$ cat config.mk
export PLATFORM = sky130hd
export DESIGN_NAME = csa_alu
export DESIGN_NICKNAME = d
export VERILOG_FILES = /design/src/core/csa_pkg.sv /design/src/core/csa_alu.sv
export SDC_FILE = /design/constraint.sdc
export NUM_CORES = 1
export LEC_CHECK = 0
export ABC_AREA = 1
export BUFFER_PORTS_ARGS = -buffer_cell sky130_fd_sc_hd__buf_2
export CORE_UTILIZATION = 30
export CTS_CLUSTER_SIZE = 40
export DETAILED_ROUTE_END_ITERATION = 10
export SYNTH_ARGS = -nofsm -noshare
export SYNTH_HDL_FRONTEND = slang
export SYNTH_SLANG_ARGS = --single-unit
export TNS_END_PERCENT = 50
$ cat constraint.sdc
create_clock -name CLOCK -period 4.8 [get_ports CLOCK]
set_input_delay 0.72 -clock CLOCK [delete_from_list [all_inputs] [get_ports CLOCK]]
set_output_delay 0.72 -clock CLOCK [all_outputs]
set_load 0.05 [all_outputs]
$ cat src/core/csa_pkg.sv
// ****************************************************************
// Shared types and constants of the shift and compare datapath
// ****************************************************************
package csa_pkg;

  // Widths of the datapath
  localparam int unsigned DATA_W = 16;
  localparam int unsigned CNT_W = 5;
  localparam int unsigned REG_CNT = 8;

  // Shift count limits
  localparam logic [4:0] SHIFT_MAX = 5'h10;
  localparam logic [15:0] SRC_CNT_LIMIT = 16'h000f;

  // Sign bit position and byte sign position
  localparam int unsigned SIGN_POS = 15;
  localparam int unsigned BYTE_SIGN_POS = 7;

  // APB map: flags word, then general registers one word each
  localparam logic [7:0] FLAGS_OFS = 8'h00;
  localparam logic [7:0] GPR_BASE_OFS = 8'h20;
  localparam logic [7:0] GPR_LAST_OFS = 8'h3c;

  // Flag field positions inside the flags word
  localparam int unsigned FLAG_C_POS = 0;
  localparam int unsigned FLAG_V_POS = 1;
  localparam int unsigned FLAG_Z_POS = 2;
  localparam int unsigned FLAG_N_POS = 3;

  // Reset values
  localparam logic [15:0] GPR_RST = 16'h0000;
  localparam logic [3:0] FLAGS_RST = 4'h0;

  // Operations issued by the instruction decoder
  typedef enum logic [2:0] {
    OP_NONE = 3'b000,
    OP_ASR_IMM = 3'b001,
    OP_ASR_REG = 3'b010,
    OP_CMP_REG = 3'b011,
    OP_CMP_LOW = 3'b100,
    OP_CMP_HIGH = 3'b101
  } csa_op_t;

  // Condition flags
  typedef struct packed {
    logic n;
    logic z;
    logic v;
    logic c;
  } csa_flags_t;

  // One decoded instruction
  typedef struct packed {
    logic valid;
    csa_op_t op;
    logic [2:0] dest;
    logic [2:0] src1;
    logic [2:0] src2;
    logic [3:0] short_immediate;
    logic [7:0] imm_byte;
  } csa_instr_t;

  // APB request from the master
  typedef struct packed {
    logic psel;
    logic penable;
    logic pwrite;
    logic [7:0] paddr;
    logic [31:0] pwdata;
  } csa_apb_req_t;

  // Complete state of the datapath
  typedef struct packed {
    logic [REG_CNT-1:0][DATA_W-1:0] gpr;
    csa_flags_t flags;
    logic [DATA_W-1:0] result;
    logic done;
    logic [31:0] prdata;
  } csa_state_t;

endpackage : csa_pkg

$ cat src/core/csa_alu.sv
// Decided for this implementation: the register offsets and the APB interface to the registers.
`timescale 1ns/1ns
// ****************************************************************
// Shift and compare datapath with register file and flags
// ****************************************************************
module csa_alu (
  // Clock and reset
  input wire logic CLOCK,
  input wire logic SYS_RST,
  // Instruction from the decoder
  input csa_pkg::csa_instr_t INSTR,
  // Execution results
  output logic [15:0] RESULT,
  output csa_pkg::csa_flags_t FLAGS,
  output logic DONE,
  // APB slave
  input csa_pkg::csa_apb_req_t APB_REQ,
  output logic [31:0] PRDATA,
  output logic PREADY,
  output logic PSLVERR
);

  // ****************************************************************
  // State and operand selection
  // ****************************************************************

  // Registered state and its next value
  csa_pkg::csa_state_t st_q;
  csa_pkg::csa_state_t st_d;

  // Operands read from the register file
  logic [15:0] dest_val;
  logic [15:0] src1_val;
  logic [15:0] src2_val;

  // Shift datapath values
  logic [4:0] shift_n;
  logic [15:0] asr_res;
  logic asr_carry;

  // Compare datapath values
  logic [15:0] cmp_a;
  logic [15:0] cmp_b;
  logic [15:0] cmp_res;
  logic [7:0] byte_a;
  logic [8:0] byte_diff;
  logic borrow_in;

  // APB decode
  logic apb_setup;
  logic apb_access;
  logic gpr_hit;
  logic flags_hit;
  logic [2:0] apb_idx;

  // Register reads; index zero never holds anything but zero
  always_comb begin
    dest_val = st_q.gpr[INSTR.dest];
    src1_val = st_q.gpr[INSTR.src1];
    src2_val = st_q.gpr[INSTR.src2];
  end

  // ****************************************************************
  // Arithmetic shift right
  // ****************************************************************

  // Count selection, saturated at sixteen in both forms
  always_comb begin
    if (INSTR.op == csa_pkg::OP_ASR_IMM) begin
      if (INSTR.short_immediate == 4'h0) begin
        shift_n = csa_pkg::SHIFT_MAX;
      end else begin
        shift_n = {1'b0, INSTR.short_immediate};
      end
    end else if (src1_val > csa_pkg::SRC_CNT_LIMIT) begin
      shift_n = csa_pkg::SHIFT_MAX;
    end else begin
      shift_n = src1_val[4:0];
    end
  end

  // Sign-filling shift; a count of sixteen leaves only sign copies
  always_comb begin
    asr_res = 16'($signed(dest_val) >>> shift_n);
    // Last bit shifted out is bit n-1 of the old value
    if (shift_n == 5'h00) begin
      asr_carry = st_q.flags.c;
    end else begin
      asr_carry = dest_val[4'(shift_n - 5'h01)];
    end
  end

  // ****************************************************************
  // Compare
  // ****************************************************************

  // Full-width subtraction for the register form
  always_comb begin
    cmp_a = src1_val;
    cmp_b = src2_val;
    cmp_res = cmp_a - cmp_b;
  end

  // Byte subtraction for the split immediate steps; the high step
  // consumes the borrow left by the low step
  always_comb begin
    if (INSTR.op == csa_pkg::OP_CMP_HIGH) begin
      byte_a = dest_val[15:8];
      borrow_in = st_q.flags.c;
    end else begin
      byte_a = dest_val[7:0];
      borrow_in = 1'b0;
    end
    byte_diff = {1'b0, byte_a} - {1'b0, INSTR.imm_byte}
      - {8'h00, borrow_in};
  end

  // ****************************************************************
  // APB decode
  // ****************************************************************

  // Setup latches read data, access completes in the next cycle unless a write waits on PREADY
  always_comb begin
    apb_setup = APB_REQ.psel && !APB_REQ.penable;
    apb_access = APB_REQ.psel && APB_REQ.penable;
    flags_hit = APB_REQ.paddr == csa_pkg::FLAGS_OFS;
    gpr_hit = APB_REQ.paddr >= csa_pkg::GPR_BASE_OFS
      && APB_REQ.paddr <= csa_pkg::GPR_LAST_OFS
      && APB_REQ.paddr[1:0] == 2'b00;
    apb_idx = 3'(APB_REQ.paddr[4:2]);
  end

  // A write is held off while an instruction updates state, so
  // software and the datapath never race on one register
  assign PREADY = !(INSTR.valid && APB_REQ.pwrite);
  assign PSLVERR = apb_access && !(gpr_hit || flags_hit);
  assign PRDATA = st_q.prdata;

  // ****************************************************************
  // Next state
  // ****************************************************************

  // All updates of registers, flags and outputs
  always_comb begin
    st_d = st_q;
    st_d.done = 1'b0;
    // Software access
    if (apb_setup) begin
      if (flags_hit) begin
        st_d.prdata = {28'h0000000, st_q.flags};
      end else if (gpr_hit) begin
        st_d.prdata = {16'h0000, st_q.gpr[apb_idx]};
      end else begin
        st_d.prdata = 32'h00000000;
      end
    end
    if (apb_access && APB_REQ.pwrite && PREADY) begin
      if (flags_hit) begin
        st_d.flags = APB_REQ.pwdata[3:0];
      end else if (gpr_hit) begin
        st_d.gpr[apb_idx] = APB_REQ.pwdata[15:0];
      end
    end
    // Instruction execution
    if (INSTR.valid) begin
      case (INSTR.op)
        csa_pkg::OP_ASR_IMM, csa_pkg::OP_ASR_REG: begin
          st_d.result = asr_res;
          st_d.gpr[INSTR.dest] = asr_res;
          st_d.flags.n = asr_res[csa_pkg::SIGN_POS];
          st_d.flags.z = asr_res == 16'h0000;
          st_d.flags.v = dest_val[csa_pkg::SIGN_POS]
            ^ asr_res[csa_pkg::SIGN_POS];
          st_d.flags.c = asr_carry;
          st_d.done = 1'b1;
        end
        csa_pkg::OP_CMP_REG: begin
          // Only flags and the result move; no register takes the difference
          st_d.result = cmp_res;
          st_d.flags.n = cmp_res[csa_pkg::SIGN_POS];
          st_d.flags.z = cmp_res == 16'h0000;
          st_d.flags.v = (cmp_a[15] & ~cmp_b[15] & ~cmp_res[15])
            | (~cmp_a[15] & cmp_b[15] & cmp_res[15]);
          st_d.flags.c = (~cmp_a[15] & cmp_b[15])
            | (~cmp_a[15] & cmp_res[15])
            | (cmp_b[15] & cmp_res[15]);
          st_d.done = 1'b1;
        end
        csa_pkg::OP_CMP_LOW, csa_pkg::OP_CMP_HIGH: begin
          st_d.result = {8'h00, byte_diff[7:0]};
          st_d.flags.n = byte_diff[csa_pkg::BYTE_SIGN_POS];
          if (INSTR.op == csa_pkg::OP_CMP_HIGH) begin
            st_d.flags.z = (byte_diff[7:0] == 8'h00)
              && st_q.flags.z;
          end else begin
            st_d.flags.z = byte_diff[7:0] == 8'h00;
          end
          st_d.flags.v = (byte_a[7] & ~INSTR.imm_byte[7]
            & ~byte_diff[7]) | (~byte_a[7] & INSTR.imm_byte[7]
            & byte_diff[7]);
          st_d.flags.c = byte_diff[8];
          st_d.done = 1'b1;
        end
        default: begin
          st_d.done = 1'b0;
        end
      endcase
    end
    // The zero register discards whatever was aimed at it
    st_d.gpr[0] = csa_pkg::GPR_RST;
  end

  // State register
  always_ff @(posedge CLOCK) begin
    if (SYS_RST) begin
      st_q <= '0;
    end else begin
      st_q <= st_d;
    end
  end

  // Outputs straight from flops
  assign RESULT = st_q.result;
  assign FLAGS = st_q.flags;
  assign DONE = st_q.done;

  // Issue helpers
  logic is_asr;
  logic is_cmp;
  assign is_asr = INSTR.valid && (INSTR.op == csa_pkg::OP_ASR_IMM
    || INSTR.op == csa_pkg::OP_ASR_REG);
  assign is_cmp = INSTR.valid && INSTR.op == csa_pkg::OP_CMP_REG;

  // Old value with a zero below bit zero; bit zero after the shift is
  // the last bit pushed out, worked out apart from the carry mux
  logic [16:0] carry_probe;
  assign carry_probe = {dest_val, 1'b0} >> shift_n;
endmodule : csa_alu

==> results.cfg <==
[cells_and_area]
nets = 2488
utilization_pct = 37.2
layout_commonest_cell = nand2_1
mostFrequentLayoutCells = 389 x nand2_1, 336 x o21ai_0, 275 x inv_1
final_design_area_no_fill_um2 = 16100
fill_cells = 4735
drive_above_1_share_pct = 17.6
antenna_cells = 0
area_growth_pct = 21.8
register_area_um2 = 2980
multiInputGateArea_um2 = 8390

[critical_path]
slowest_stage = fa_1
crit_required_ps = 5190
cpMostUsedCell = nand2_1
startpoint_type = input port
worst-path-buf-inv = 6
worstPathMaxFanout = 8
critPathKind = input port to register
ff2ff_setup_slack_ps = 370
crit_arrival_ps = 4930
crit_family = compound AO/OA/AOI/OAI gates
cp-end-kind = register
critPathMaxStageDelay_ps = 470

[global_routing]
gr-total-overflow = 0
antenna_found_initial = 1
grt_usage_pct = 32.9
grt_pass1_vias = 15900
grt_max_degree = 46
grt_pass1_wl_mm = 107

[yosys]
synth_xor_area_share_pct = 1.13
synth_cells = 2203
yosys_warnings = 0
async_reset_ff_share_pct = 0
ys_seq_elements = 149
yosys.area.top_type = dfxtp_1
synth_cell_type_count = 53
yosysSeqAreaShare_pct = 22.6
syn_area_per_cell_um2 = 6.00
synth_fa_ha_area_share_pct = 3.44
synthFlopType = dfxtp_1
syn_area_um2 = 13200
synthSimpleGateAreaFrac_pct = 24.6
synth_edf_count = 0
synth_top_family_by_area = compound AO/OA/AOI/OAI gates
synthTopCellsByArea = dfxtp_1 23%, o21ai_0 13%, nand2_1 11%, a21oi_1 8.8%, inv_1 7.9%
synth_compound_area_share_pct = 32.8
synth_top_area_share_pct = 22.6
synth.area.mux_share_pct = 0

[sta]
worst_slew_pin_slew_ps = 1220
rsz0062_at_grt = no
setup_tns_ps = 0
fmax_mhz = 221
layout_min_cycle_time_ps = 4530
finClkSkew_ps = 16.0
finalCritPeriodShare_pct = 94.5
hold_viol_final = 0
finalWorstSetupSlack_ps = 266
slew_viol_final = 0
relSlewSlack_pct = 17.7
setup_viol = 0

[detailed_routing]
routed_wl_mm = 74.0
via_per_inst = 5.80
drtIter0Drc = 2341
drtAntennaViolNets = 0
drc_errors = 0
vias = 17300
post_drt_wl_per_cell_um = 24.8
firstDrtPassIters = 6

[cts]
hold_buffers = 0
clockBufferDepth = 2
cts_root_buffer = clkbuf_16
htreeDepth = 4
insertion_delay_ps = 480
cts_sinks = 149
cts_buffers = 17
cts_tree = built
clk_transition_reported_paths_ps = 70

[pwr]
power_frac_comb_pct = 34.0
leakage_nw = 7.06
power_density_nw_per_um2 = 261
internal_power_w = 0.00254
swShare_pct = 39.5
seq_power_share_pct = 31.3
clock_power_share_pct = 34.7
peakVddDrop_v = 0.000270
p_switching_w = 0.00166

[die]
rows = 76
io_pins = 125
die_x_um = 212
die_h_um = 212
fp.dieArea_um2 = 44900
start_util_pct = 30.6
core_um2 = 43300

[placement]
dpl-instance-area_um2 = 15300
hpwl_mm = 55.3
port_buffers = 92
place_ws_ps = -428
gp_congestion = 1.04

[run_status]
status = completed

[min_path]
hp-class = register to register

[run]
max_cap_violations = 0
[per-layer routing]
| metal | vias up | GRT usage, % | part of all wire, % |
|---|---|---|---|
| met5 | - | 0 | 0.016 |
| met4 | 2 | 21.3 | 7.3 |
| met3 | 274 | 6.41 | 11 |
| met2 | 1160 | 48.5 | 41 |
| met1 | 8073 | 43.3 | 40 |
| li1 | 7777 | - | - |
[cell type report]
| cell class | count | share of cell area [%] |
|---|---|---|
| flip-flops and latches | 149 | 18.5 |
| well taps | 585 | 4.55 |
| multi-input cells | 1600 | 52.1 |
| inverters | 296 | 6.96 |
| clock inverters | 14 | 1.01 |
| repair buffers | 320 | 14.1 |
| clock buffers | 18 | 2.73 |
[cell families (layout without fill, tap and decap cells)]
family,after synthesis,in the layout
adders and majority gates,34,34
AOI/OAI and AO/OA,774,774
DFF,149,149
xor gates and xnor gates,17,17
buffers and inverters,469,648
and+or+nand+nor,759,759
other,1,16
[cell usage after synthesis, types with 7 or more instances]
| master | n |
|---|---|
| buf_6 | 7 |
| a221oi_1 | 13 |
| o21ai_1 | 11 |
| a22oi_1 | 12 |
| nand4_1 | 12 |
| inv_2 | 8 |
| nor3_1 | 15 |
| a21oi_1 | 232 |
| buf_2 | 21 |
| buf_4 | 55 |
| o22ai_1 | 43 |
| nand2_2 | 9 |
| inv_1 | 279 |
| nand3_1 | 168 |
| a31oi_1 | 8 |
| o2111ai_1 | 8 |
| nor2_1 | 140 |
| ha_1 | 30 |
| a2111oi_0 | 7 |
| clkbuf_1 | 84 |
| dfxtp_1 | 149 |
| nand2_1 | 391 |
| o21ai_0 | 355 |
| clkinv_1 | 9 |
| o211ai_1 | 50 |
| xnor2_1 | 7 |
| xor2_1 | 10 |
| a211oi_1 | 11 |
[worst reg2reg max path, delay by kind of cell (launching register included)]
kind | cells | cell delay (ps)
AOI/OAI and AO/OA | 9 | 1290
and+or+nand+nor | 18 | 1530
DFF | 1 | 410
adders and majority gates | 2 | 730
buffers and inverters | 4 | 390
[sequential cells by signal, summed over array words and instances, names as in the netlist]
name,flops
FLAGS,4
RESULT,16
st_q,112
DONE,1
PRDATA,16
[power groups by stage]
stage / registers [W] / clock network [W] / logic [W]
floorplan: 0.00133 / 0 / 0.000797
global placement: 0.00134 / 0 / 0.00134
detailed placement: 0.00134 / 0 / 0.00134
CTS: 0.00131 / 0.00146 / 0.00135
global route: 0.00132 / 0.00150 / 0.00151
finish: 0.00132 / 0.00145 / 0.00143
[path summary, 6_finish.rpt]
kind              from        end  cells past startpoint
max          INSTR[12]   FLAGS[2]                     32
min          PRDATA[6]  PRDATA[6]                      2
max reg2reg  st_q[138]   FLAGS[2]                     33
min reg2reg  PRDATA[6]  PRDATA[6]                      2
[stage by stage]
| stage | hold WS, ps | total power [W] | cells |
|---|---|---|---|
| 2_1_floorplan | 446 | 0.00213 | 2218 |
| 3_3_place_gp | 450 | 0.00268 | 2944 |
| 3_5_place_dp | 454 | 0.00268 | 2944 |
| 4_1_cts | 464 | 0.00412 | 2976 |
| 5_1_grt | 478 | 0.00433 | 2982 |
| 6_report | 466 | 0.00420 | 2982 |
[what timing repair did]
item,in CTS,in global routing
setup endpoints to repair,0,1
hold endpoints to repair,0,0
gates resized for setup,0,45
buffers inserted,0,6
No activity file was read; power rests on OpenSTA's default activity.
